===== src/hdl/t3sa_pkg.sv =====
// Notes on behaviour
// - Split mode runs two separate 8-bit counters, each reloading from its own reload byte.
// - In split mode the run bit gates only the high byte; low byte always counts.
// - In split mode the high byte uses system clock when fast select is 1, else alternate source; in 16-bit mode it counts low byte rollovers.
// - Low byte has its own fast select but shares the alternate source field with the high byte.
// - High overflow flag sets when the high byte rolls over from all ones and reloads from its reload byte.
// - In 16-bit mode the high flag sets when the whole counter rolls over.
// - Low overflow flag sets on every low byte rollover, in either mode.
// - With the timer interrupt enabled, every high overflow requests an interrupt.
// - With low interrupt enable also set, each low overflow requests an interrupt too.
// - Hardware never clears an overflow flag; only a software write of zero does.
// - Capture copies the counter into the reload pair on oscillator falling edges.
// - With split mode cleared the timer runs as one 16-bit auto-reload counter.
// - External and oscillator count sources are synchronised to the system clock first.
package t3sa_pkg;

  // ****************************************************************
  // Register addresses on the special function register port.
  // ****************************************************************
  localparam logic [7:0] T3SA_ADDR_CTRL = 8'h91;
  localparam logic [7:0] T3SA_ADDR_RELOAD_LOW = 8'h92;
  localparam logic [7:0] T3SA_ADDR_RELOAD_HIGH = 8'h93;
  localparam logic [7:0] T3SA_ADDR_COUNT_LOW = 8'h94;
  localparam logic [7:0] T3SA_ADDR_COUNT_HIGH = 8'h95;

  // ****************************************************************
  // Control register fields and reset values.
  // ****************************************************************
  localparam int T3SA_BIT_HIGH_FLAG = 7;
  localparam int T3SA_BIT_LOW_FLAG = 6;
  localparam int T3SA_BIT_LOW_IRQ_EN = 5;
  localparam int T3SA_BIT_CAPTURE_EN = 4;
  localparam int T3SA_BIT_SPLIT = 3;
  localparam int T3SA_BIT_RUN = 2;
  localparam int T3SA_ALT_MSB = 1;
  localparam int T3SA_ALT_LSB = 0;
  localparam logic [7:0] T3SA_CTRL_RESET = 8'h00;
  localparam logic [7:0] T3SA_BYTE_RESET = 8'h00;
  localparam logic [7:0] T3SA_BYTE_MAX = 8'hff;

  // ****************************************************************
  // Alternate clock source encoding.
  // ****************************************************************
  typedef logic [1:0] t3sa_alt_t;
  localparam t3sa_alt_t T3SA_ALT_DIV12 = 2'h0;
  localparam t3sa_alt_t T3SA_ALT_EXT8 = 2'h1;
  localparam t3sa_alt_t T3SA_ALT_RESERVED = 2'h2;
  localparam t3sa_alt_t T3SA_ALT_OSC = 2'h3;

  // ****************************************************************
  // Prescaler counts.
  // ****************************************************************
  localparam logic [3:0] T3SA_DIV12_LAST = 4'hb;
  localparam logic [2:0] T3SA_DIV8_LAST = 3'h7;

endpackage


===== src/hdl/t3sa_tick_if.sv =====
`timescale 1ns/10ps
// Count-step strobes passed from the tick generator to the timer core.
interface t3sa_tick_if;
  logic tick_div12;
  logic tick_ext8;
  logic tick_osc;
  logic osc_fall;

  modport src (output tick_div12, output tick_ext8, output tick_osc, output osc_fall);
  modport dst (input tick_div12, input tick_ext8, input tick_osc, input osc_fall);
endinterface


===== src/hdl/t3sa_top.sv =====
`timescale 1ns/10ps
// Timer 3 with split 8-bit or 16-bit auto-reload operation and oscillator capture.
module t3sa_top
  import t3sa_pkg::*;
(
  // Clock, reset and enable.
  input wire logic CORE_CLK_IN,
  input wire logic RST_N_IN,
  input wire logic CE_IN,
  // Special function register port.
  input wire logic [7:0] SFR_ADDR_IN,
  input wire logic SFR_WR_IN,
  input wire logic [7:0] SFR_WDATA_IN,
  output logic [7:0] SFR_RDATA_OUT,
  // Clock-select bits held in the clock control register and interrupt enable.
  input wire logic HIGH_BYTE_FAST_CLOCK_SELECT_IN,
  input wire logic LOW_BYTE_FAST_CLOCK_SELECT_IN,
  input wire logic TIMER_IRQ_ENABLE_IN,
  // Count sources.
  input wire logic EXT_CLOCK_IN,
  input wire logic LOW_FREQUENCY_OSCILLATOR_IN,
  // Interrupt request.
  output logic TIMER_IRQ_OUT
);

  // ****************************************************************
  // Reset release and state.
  // ****************************************************************
  logic rst_meta_reg;
  logic rst_n;
  logic high_overflow_flag_reg;
  logic low_overflow_flag_reg;
  logic low_overflow_irq_enable_reg;
  logic slow_osc_capture_enable_reg;
  logic split_mode_enable_reg;
  logic high_byte_run_reg;
  t3sa_alt_t alt_clock_select_reg;
  logic [7:0] count_low_byte_reg;
  logic [7:0] count_high_byte_reg;
  logic [7:0] reload_low_byte_reg;
  logic [7:0] reload_high_byte_reg;
  logic high_flag_next;
  logic low_flag_next;
  logic tick_low;
  logic tick_high;
  logic step_low;
  logic inc_high;
  logic ovf_low;
  logic ovf_high;
  logic capture;
  logic wr_ctrl;
  logic wr_rl_low;
  logic wr_rl_high;
  logic wr_cnt_low;
  logic wr_cnt_high;
  logic [7:0] ctrl_view;

  t3sa_tick_if ticks ();

  // The reset is released through two flops.
  always_ff @(posedge CORE_CLK_IN or negedge RST_N_IN) begin
    if (!RST_N_IN) begin
      rst_meta_reg <= 1'b0;
      rst_n <= 1'b0;
    end else begin
      rst_meta_reg <= 1'b1;
      rst_n <= rst_meta_reg;
    end
  end

  t3sa_tick_gen u_tick_gen (
    .clk_in(CORE_CLK_IN),
    .rst_n_in(rst_n),
    .ce_in(CE_IN),
    .ext_clk_in(EXT_CLOCK_IN),
    .osc_in(LOW_FREQUENCY_OSCILLATOR_IN),
    .tick_if(ticks.src)
  );

  // ****************************************************************
  // Clock selection and count steps.
  // ****************************************************************
  // Returns the count strobe for one byte from its fast select and the shared field.
  function automatic logic pick_tick(input logic fast, input t3sa_alt_t alt,
                                     input logic t12, input logic t8, input logic tosc);
    logic t;
    t = 1'b0;
    if (fast) begin
      t = 1'b1;
    end else begin
      case (alt)
        T3SA_ALT_DIV12: t = t12;
        T3SA_ALT_EXT8: t = t8;
        T3SA_ALT_OSC: t = tosc;
        default: t = 1'b0;
      endcase
    end
    return t;
  endfunction

  // Each byte has its own fast select but both share the alternate field; the reserved code gives no alternate steps.
  assign tick_high = pick_tick(HIGH_BYTE_FAST_CLOCK_SELECT_IN, alt_clock_select_reg,
    ticks.tick_div12, ticks.tick_ext8, ticks.tick_osc);
  assign tick_low = pick_tick(LOW_BYTE_FAST_CLOCK_SELECT_IN, alt_clock_select_reg,
    ticks.tick_div12, ticks.tick_ext8, ticks.tick_osc);

  // Split mode frees the low byte from the run bit; 16-bit mode chains the bytes.
  assign step_low = split_mode_enable_reg ? tick_low : (high_byte_run_reg & tick_low);
  assign inc_high = split_mode_enable_reg ? (high_byte_run_reg & tick_high) : ovf_low;
  assign ovf_low = step_low & (count_low_byte_reg == T3SA_BYTE_MAX);
  assign ovf_high = inc_high & (count_high_byte_reg == T3SA_BYTE_MAX);
  assign capture = slow_osc_capture_enable_reg & ticks.osc_fall;

  // Register write strobes.
  assign wr_ctrl = SFR_WR_IN & (SFR_ADDR_IN == T3SA_ADDR_CTRL);
  assign wr_rl_low = SFR_WR_IN & (SFR_ADDR_IN == T3SA_ADDR_RELOAD_LOW);
  assign wr_rl_high = SFR_WR_IN & (SFR_ADDR_IN == T3SA_ADDR_RELOAD_HIGH);
  assign wr_cnt_low = SFR_WR_IN & (SFR_ADDR_IN == T3SA_ADDR_COUNT_LOW);
  assign wr_cnt_high = SFR_WR_IN & (SFR_ADDR_IN == T3SA_ADDR_COUNT_HIGH);

  // Hardware sets win over a software clear in the same cycle; capture marks the high flag.
  assign high_flag_next = (wr_ctrl ? SFR_WDATA_IN[T3SA_BIT_HIGH_FLAG] : high_overflow_flag_reg)
    | ovf_high | capture;
  assign low_flag_next = (wr_ctrl ? SFR_WDATA_IN[T3SA_BIT_LOW_FLAG] : low_overflow_flag_reg)
    | ovf_low;

  assign ctrl_view = {high_overflow_flag_reg, low_overflow_flag_reg, low_overflow_irq_enable_reg,
    slow_osc_capture_enable_reg, split_mode_enable_reg, high_byte_run_reg, alt_clock_select_reg};

  // ****************************************************************
  // Control register.
  // ****************************************************************
  // Flags only change through an overflow, a capture or a software write.
  always_ff @(posedge CORE_CLK_IN or negedge rst_n) begin
    if (!rst_n) begin
      {high_overflow_flag_reg, low_overflow_flag_reg, low_overflow_irq_enable_reg,
       slow_osc_capture_enable_reg, split_mode_enable_reg, high_byte_run_reg,
       alt_clock_select_reg} <= T3SA_CTRL_RESET;
    end else if (CE_IN) begin
      high_overflow_flag_reg <= high_flag_next;
      low_overflow_flag_reg <= low_flag_next;
      if (wr_ctrl) begin
        low_overflow_irq_enable_reg <= SFR_WDATA_IN[T3SA_BIT_LOW_IRQ_EN];
        slow_osc_capture_enable_reg <= SFR_WDATA_IN[T3SA_BIT_CAPTURE_EN];
        split_mode_enable_reg <= SFR_WDATA_IN[T3SA_BIT_SPLIT];
        high_byte_run_reg <= SFR_WDATA_IN[T3SA_BIT_RUN];
        alt_clock_select_reg <= SFR_WDATA_IN[T3SA_ALT_MSB:T3SA_ALT_LSB];
      end
    end
  end

  // ****************************************************************
  // Counters and reload registers.
  // ****************************************************************
  // A software write beats counting; an overflow reloads in the step that flags it, except a 16-bit low rollover without high overflow, which loads zero.
  always_ff @(posedge CORE_CLK_IN or negedge rst_n) begin
    if (!rst_n) begin
      count_low_byte_reg <= T3SA_BYTE_RESET;
      count_high_byte_reg <= T3SA_BYTE_RESET;
    end else if (CE_IN) begin
      if (wr_cnt_low) begin
        count_low_byte_reg <= SFR_WDATA_IN;
      end else if (ovf_low) begin
        count_low_byte_reg <= (split_mode_enable_reg | ovf_high) ?
          reload_low_byte_reg : T3SA_BYTE_RESET;
      end else if (step_low) begin
        count_low_byte_reg <= count_low_byte_reg + 8'h01;
      end
      if (wr_cnt_high) begin
        count_high_byte_reg <= SFR_WDATA_IN;
      end else if (ovf_high) begin
        count_high_byte_reg <= reload_high_byte_reg;
      end else if (inc_high) begin
        count_high_byte_reg <= count_high_byte_reg + 8'h01;
      end
    end
  end

  // Capture takes the reload pair ahead of a software write.
  always_ff @(posedge CORE_CLK_IN or negedge rst_n) begin
    if (!rst_n) begin
      reload_low_byte_reg <= T3SA_BYTE_RESET;
      reload_high_byte_reg <= T3SA_BYTE_RESET;
    end else if (CE_IN) begin
      if (capture) begin
        reload_low_byte_reg <= count_low_byte_reg;
        reload_high_byte_reg <= count_high_byte_reg;
      end else begin
        if (wr_rl_low) begin
          reload_low_byte_reg <= SFR_WDATA_IN;
        end
        if (wr_rl_high) begin
          reload_high_byte_reg <= SFR_WDATA_IN;
        end
      end
    end
  end

  // ****************************************************************
  // Read data and interrupt.
  // ****************************************************************
  // Read data follows the address one cycle later; unmapped addresses read zero.
  always_ff @(posedge CORE_CLK_IN or negedge rst_n) begin
    if (!rst_n) begin
      SFR_RDATA_OUT <= 8'h00;
    end else if (CE_IN) begin
      case (SFR_ADDR_IN)
        T3SA_ADDR_CTRL: SFR_RDATA_OUT <= ctrl_view;
        T3SA_ADDR_RELOAD_LOW: SFR_RDATA_OUT <= reload_low_byte_reg;
        T3SA_ADDR_RELOAD_HIGH: SFR_RDATA_OUT <= reload_high_byte_reg;
        T3SA_ADDR_COUNT_LOW: SFR_RDATA_OUT <= count_low_byte_reg;
        T3SA_ADDR_COUNT_HIGH: SFR_RDATA_OUT <= count_high_byte_reg;
        default: SFR_RDATA_OUT <= 8'h00;
      endcase
    end
  end

  // The request is a level that follows the flags and their enables.
  always_ff @(posedge CORE_CLK_IN or negedge rst_n) begin
    if (!rst_n) begin
      TIMER_IRQ_OUT <= 1'b0;
    end else if (CE_IN) begin
      TIMER_IRQ_OUT <= TIMER_IRQ_ENABLE_IN &
        (high_flag_next | (low_overflow_irq_enable_reg & low_flag_next));
    end
  end
endmodule


===== src/hdl/t3sa_tick_gen.sv =====
`timescale 1ns/10ps
// Synchronises the slow sources and builds the prescaled count strobes.
module t3sa_tick_gen
  import t3sa_pkg::*;
(
  input wire logic clk_in,
  input wire logic rst_n_in,
  input wire logic ce_in,
  input wire logic ext_clk_in,
  input wire logic osc_in,
  t3sa_tick_if.src tick_if
);

  // ****************************************************************
  // Synchronisers.
  // ****************************************************************
  logic [1:0] meta_reg;
  logic [1:0] sync_reg;
  logic [1:0] prev_reg;
  logic [3:0] div12_reg;
  logic [2:0] div8_reg;
  logic ext_rise;

  // Two flops per source; only the second stage feeds the edge detectors.
  genvar g;
  generate
    for (g = 0; g < 2; g++) begin : g_sync
      always_ff @(posedge clk_in or negedge rst_n_in) begin
        if (!rst_n_in) begin
          meta_reg[g] <= 1'b0;
          sync_reg[g] <= 1'b0;
          prev_reg[g] <= 1'b0;
        end else if (ce_in) begin
          meta_reg[g] <= (g == 0) ? ext_clk_in : osc_in;
          sync_reg[g] <= meta_reg[g];
          prev_reg[g] <= sync_reg[g];
        end
      end
    end
  endgenerate

  assign ext_rise = sync_reg[0] & ~prev_reg[0];

  // ****************************************************************
  // Prescalers and strobes.
  // ****************************************************************
  // System clock divided by 12 and external clock edges divided by 8.
  always_ff @(posedge clk_in or negedge rst_n_in) begin
    if (!rst_n_in) begin
      div12_reg <= 4'h0;
      div8_reg <= 3'h0;
      tick_if.tick_div12 <= 1'b0;
      tick_if.tick_ext8 <= 1'b0;
      tick_if.tick_osc <= 1'b0;
      tick_if.osc_fall <= 1'b0;
    end else if (ce_in) begin
      div12_reg <= (div12_reg == T3SA_DIV12_LAST) ? 4'h0 : div12_reg + 4'h1;
      tick_if.tick_div12 <= (div12_reg == T3SA_DIV12_LAST);
      if (ext_rise) begin
        div8_reg <= div8_reg + 3'h1;
      end
      tick_if.tick_ext8 <= ext_rise & (div8_reg == T3SA_DIV8_LAST);
      tick_if.tick_osc <= sync_reg[1] & ~prev_reg[1];
      tick_if.osc_fall <= ~sync_reg[1] & prev_reg[1];
    end
  end

endmodule


===== config.mk =====
export PLATFORM = sky130hd
export DESIGN_NAME = t3sa_top
export DESIGN_NICKNAME = d
export VERILOG_FILES = /design/src/hdl/t3sa_pkg.sv /design/src/hdl/t3sa_tick_if.sv /design/src/hdl/t3sa_top.sv /design/src/hdl/t3sa_tick_gen.sv
export SDC_FILE = /design/constraint.sdc
export NUM_CORES = 1
export LEC_CHECK = 0
export BUFFER_PORTS_ARGS = -buffer_cell sky130_fd_sc_hd__buf_2
export CORE_ASPECT_RATIO = 0.8
export CORE_MARGIN = 4
export CORE_UTILIZATION = 40
export CTS_BUF_LIST = sky130_fd_sc_hd__clkbuf_4 sky130_fd_sc_hd__clkbuf_8
export CTS_CLUSTER_SIZE = 10
export DETAILED_ROUTE_END_ITERATION = 10
export SYNTH_ARGS = -nofsm -noshare
export SYNTH_HDL_FRONTEND = slang
export SYNTH_SLANG_ARGS = --single-unit

===== constraint.sdc =====
create_clock -name CORE_CLK_IN -period 2.2 [get_ports CORE_CLK_IN]
set_input_delay 0.11 -clock CORE_CLK_IN [delete_from_list [all_inputs] [get_ports CORE_CLK_IN]]
set_output_delay 0.11 -clock CORE_CLK_IN [all_outputs]
set_load 0.03 [all_outputs]

* Word-level counts from Yosys, hierarchy flattened *
Cells that the tools add are included.

storage, ports and cells
  output and inout port bits = 9
  word-level logic and storage cells = 97
  bits of input ports = 25
  flip-flop bits (word level) = 68

cells by class
  add/subtract/negate cells = 4
  bitwise logic cells = 24
  mux-type cells = 20
  equal/unequal tests = 11
  reduce and logical (&&, ||, !) cells = 11

operators with widths
  kind                                                 number
  two-way mux 8 bit                                    11
  equality test 8 bit, second input constant           7
  case mux 8 bit (5 select lines)                      1
  adder 8 x 1 -> 8 bit, second input constant          2
  AND 1 bit                                            16
  AND reduction 2 bit                                  6
  two-way mux 1 bit                                    6
  nonzero test 3 bit                                   2
  OR 1 bit                                             5
  adder 4 x 1 -> 4 bit, second input constant          1
  equality test 4 bit, second input constant           1
  two-way mux 4 bit                                    1
  nonzero test 2 bit                                   2
  adder 3 x 1 -> 3 bit, second input constant          1
  equality test 3 bit, second input constant           1
  inverter 1 bit                                       3
  case mux 1 bit (3 select lines)                      1
  equality test 2 x 1 -> 1 bit, second input constant  1
  equality test 2 bit, second input constant           1
  logical NOT 2 bit                                    1

* Longest topological paths before layout *
  depth in word-level cells = 12
  depth in mapped cells = 8

* Modules after synthesis *
Synthesis repeated with hierarchy kept, for this count alone.

second synthesis, totals
  cells, all modules = 395
  area total of the unflattened synthesis = 3858.7 µm²

modules (own cells, without submodules)
  module         cells each  sequential area each (µm²)  area each (µm²)  times used
  t3sa_top       338         1276.2                      3099.2           1
  t3sa_tick_gen  57          425.4                       759.5            1

* Worst setup path before layout *
No wires, ideal clock.

  path kind = register to register
  start point = register count_low_byte_reg[0]
  end point = register count_high_byte_reg[5]
  path buffers = 0
  cell stages (with the launch flop) = 8
  data arrival time = 2133 ps
  path slack = -64 ps
  clock period less this slack = 2264 ps
  cells stage by stage = dfrtp_1 -> ha_1 -> and3_4 -> nand4_4 -> or4_4 -> a21oi_4 -> nor4_1 -> or3_1

on the way
  cells in the longest elaborated chain, start to end = 6
  elaborated cells between the ends (all ways) = 8
  classes of those cells = eq/ne: 1; mux: 3; bitwise: 2; reduce/logical: 2

RTL lines
  what                                                                RTL line         text
  start: declaration                                                  t3sa_top.sv:38   logic [7:0] count_low_byte_reg;
  start signal: assignment                                            t3sa_top.sv:164  count_low_byte_reg <= (split_mode_enable_reg | ovf_high) ?
  start signal: assignment                                            t3sa_top.sv:167  count_low_byte_reg <= count_low_byte_reg + 8'h01;
  equality test 8 bit (*)                                             t3sa_top.sv:110  assign ovf_low = step_low & (count_low_byte_reg == T3SA_BYTE_MAX);
  AND 1 bit (*)                                                       t3sa_top.sv:110
  two-way mux 1 bit (*)                                               t3sa_top.sv:109  assign inc_high = split_mode_enable_reg ? (high_byte_run_reg & tick_high) : ovf_low;
  AND 1 bit                                                           t3sa_top.sv:111  assign ovf_high = inc_high & (count_high_byte_reg == T3SA_BYTE_MAX);
  nonzero test 3 bit (no line) or two-way mux 8 bit (tied branches)   n/a
  AND reduction 2 bit (no line) or two-way mux 8 bit (tied branches)  n/a
  end signal: assignment                                              t3sa_top.sv:172  count_high_byte_reg <= reload_high_byte_reg;
  end signal: assignment                                              t3sa_top.sv:174  count_high_byte_reg <= count_high_byte_reg + 8'h01;
  end: declaration                                                    t3sa_top.sv:39   logic [7:0] count_high_byte_reg;

Mark *: on every way between the ends. The rest lies on a longest branch, timed or not.
A chain may end at the register's enable or synchronous reset.

* Final worst setup path *
  start point = register count_low_byte_reg[1]
  end point = register count_high_byte_reg[1]

The elaborated chain is that of the path after synthesis.

==> impl_metrics.ini <==
[critical_path]
critPathArrivalTime_ns = 2.42
end_kind = register
crit_required_ns = 2.43
crit_type = reg -> reg
critPathMaxFanout = 4
critPathLaunchType = register

[logic_synthesis]
yosysSeqAreaShare_pct = 45.6
netlist_area_um2 = 3730
ys_async_sr_fraction_pct = 100
ys_seq_elements = 68
synth_top_area_share_pct = 45.6
yosysWarnings = 0
synth_edf_count = 0
yosys_most_used_dff = dfrtp_1
syn_area_per_cell_um2 = 9.54
synth_cell_types = 61
syn_inst = 391
synth.largest_area_cell = dfrtp_1
synth_area_leaders = dfrtp_1 46%, a21oi_1 5.9%, mux2_2 4.8%
syn_nets = 421

[grt]
grt_usage_pct = 20.6
grt_max_degree = 39
grt_pass1_wl_mm = 17.1
first_global_vias = 3236
antenna_found_initial = 0
grt_overflow = 0

[placed_design]
dpl.cell_count = 556
place.gp.congestion = 0.893
dpl_worst_slack_ns = -0.0596
port_buffers = 33
hpwl_mm = 7.68

[cells_and_area]
num_antenna_cells = 0
areaGrowthSynthToFinish_pct = 22.0
mostFrequentLayoutCell = dfrtp_1
final_cell_mix = 67 x dfrtp_1, 44 x a21oi_1, 42 x buf_4, 38 x nor2_1, 33 x buf_2
stdcell_count = 582
fin_nets = 492
drive_above_1_share_pct = 29.1
utilization_pct = 50.1

[power_and_ir_drop]
p_leak_nw = 1.99
vdd_drop_max_mv = 0.403
p_per_area_nw_per_um2 = 692

[sta]
clock.fmax_mhz = 455
timing.hold.ws_ns = 0.0310
fin_skew_ns = 0.0134
max_slew.worst_pin.slew_ns = 0.711
final-hold-violation-count = 0
setup_viol = 0
relSlewSlack_pct = 52.6
fin_crit_sh_pct = 99.9
rsz0062_at_grt = yes
fin_crit_ns = 2.20
slew_viol_final = 0
worst_slack_ns = 0.00152

[floorplanning]
ios = 34
core_area_um2 = 9080
die_h_um = 94.4
fp.dieW_um = 116
die_area_um2 = 10900
num_rows = 31
start_util_pct = 41.1

[route]
final_antenna_net_count = 0
wl_per_cell_um = 17.9
drt-total-wl_mm = 10.4
avgViaCountPerCell = 5.71
drc = 0
drtIter0Drc = 333
firstDrtPassIters = 6
via_count = 3326

[clock_tree]
path_clk_slew_ns = 0.08
cts_root_buffer = clkbuf_8
numCtsBuffers = 9
insertion_delay_ns = 0.36
cts_tree = done
clock_sinks = 68
cts_max_level = 3
cts_buffer_depth = 2

[run_status]
status = completed

[worst_hold_path]
min_path_type = in -> reg

[flow_run]
drv_cap = 0
-- final timing paths --
| path | start | end | slack [ns] | depth (start not counted) |
|---|---|---|---|---|
| worst min register to register | rst_n | count_low_byte_reg[3] | 0.32 | 0 |
| max in group asynchronous | rst_n | u_tick_gen.div8_reg[0] | 1.22 | 1 |
| worst max-delay path | count_low_byte_reg[1] | count_high_byte_reg[1] | 0.002 | 8 |
| worst min-delay path | TIMER_IRQ_ENABLE_IN | TIMER_IRQ_OUT | 0.03 | 3 |
| worst max register to register | count_low_byte_reg[1] | count_high_byte_reg[1] | 0.002 | 8 |
| min in group asynchronous | RST_N_IN | rst_n | 0.06 | 2 |
-- synthesized netlist by cell type, drive strengths merged (4+ instances only) --
master,count
a21oi,45
a221oi,4
a222oi,8
a22oi,8
a31oi,11
buf,8
clkbuf,14
dfrtp,68
ha,5
inv,11
mux2,16
nand2,26
nand2b,5
nand3,18
nor2,39
nor2b,10
nor3,15
nor4,5
o21ai,18
o22ai,5
or3,4
xnor2,6
-- critical path, cell delays in order (launching register included) --
cell	delay, ns
dfrtp_1	0.37
ha_2	0.18
and3_4	0.20
nand4_4	0.11
or4_4	0.48
a21oi_4	0.23
buf_6	0.14
mux2i_2	0.22
o221ai_2	0.13
-- cell type report --
type                    count  area [µm²]
fillers                   857        4530
multi-input cells         290        1920
flip-flops and latches     68        1700
repair buffers             82         564
well taps                 115         144
clock buffers               9         124
clock inverters             7        52.6
inverters                  11        41.3
-- where the power goes --
group | total (mW) | switching, mW | internal (mW)
clock network | 0.942 | 0.531 | 0.411
logic | 0.613 | 0.308 | 0.305
registers | 1.59 | 0.163 | 1.43
-- timing repair --
| action | in CTS | in global routing |
|---|---|---|
| pin swaps | 2 | 4 |
| buffers inserted | 2 | 5 |
| endpoints found under the setup margin | 5 | 18 |
| endpoints found under the hold margin | 4 | 0 |
| gates cloned | 0 | 0 |
| hold buffers | 3 | 0 |
| gates resized for setup | 5 | 12 |
-- cells by family after synthesis --
family | count (synthesis) | share of synthesized area, %
flip-flops | 68 | 45.6
adder cells (fa/ha/maj) | 5 | 1.68
buffers and inverters | 33 | 4.53
AND/OR/NAND/NOR | 138 | 19.5
other | 1 | 0.101
AO/OA/AOI/OAI | 119 | 21.0
XOR/XNOR | 9 | 2.11
multiplexers | 18 | 5.37
-- through the flow --
stage / cell area (µm²) / setup TNS (ns) / power (mW)
floorplan: 3730 / 0 / 1.97
global placement: 4220 / 0 / 2.17
detailed placement: 4220 / -0.0603 / 2.20
CTS: 4460 / -0.0584 / 3.15
global route: 4550 / -0.153 / 3.32
finish: 4550 / 0 / 3.15
-- layer usage --
| layer | GRT usage [%] | up-vias | part of all wire, % |
|---|---|---|---|
| li1 | - | 1591 | - |
| met1 | 30.8 | 1608 | 48 |
| met2 | 29.1 | 119 | 44 |
| met3 | 5.06 | 8 | 7.0 |
| met4 | 6.57 | 0 | 1.2 |
| met5 | 0 | - | 0 |
(Power assumes the default switching activity.)
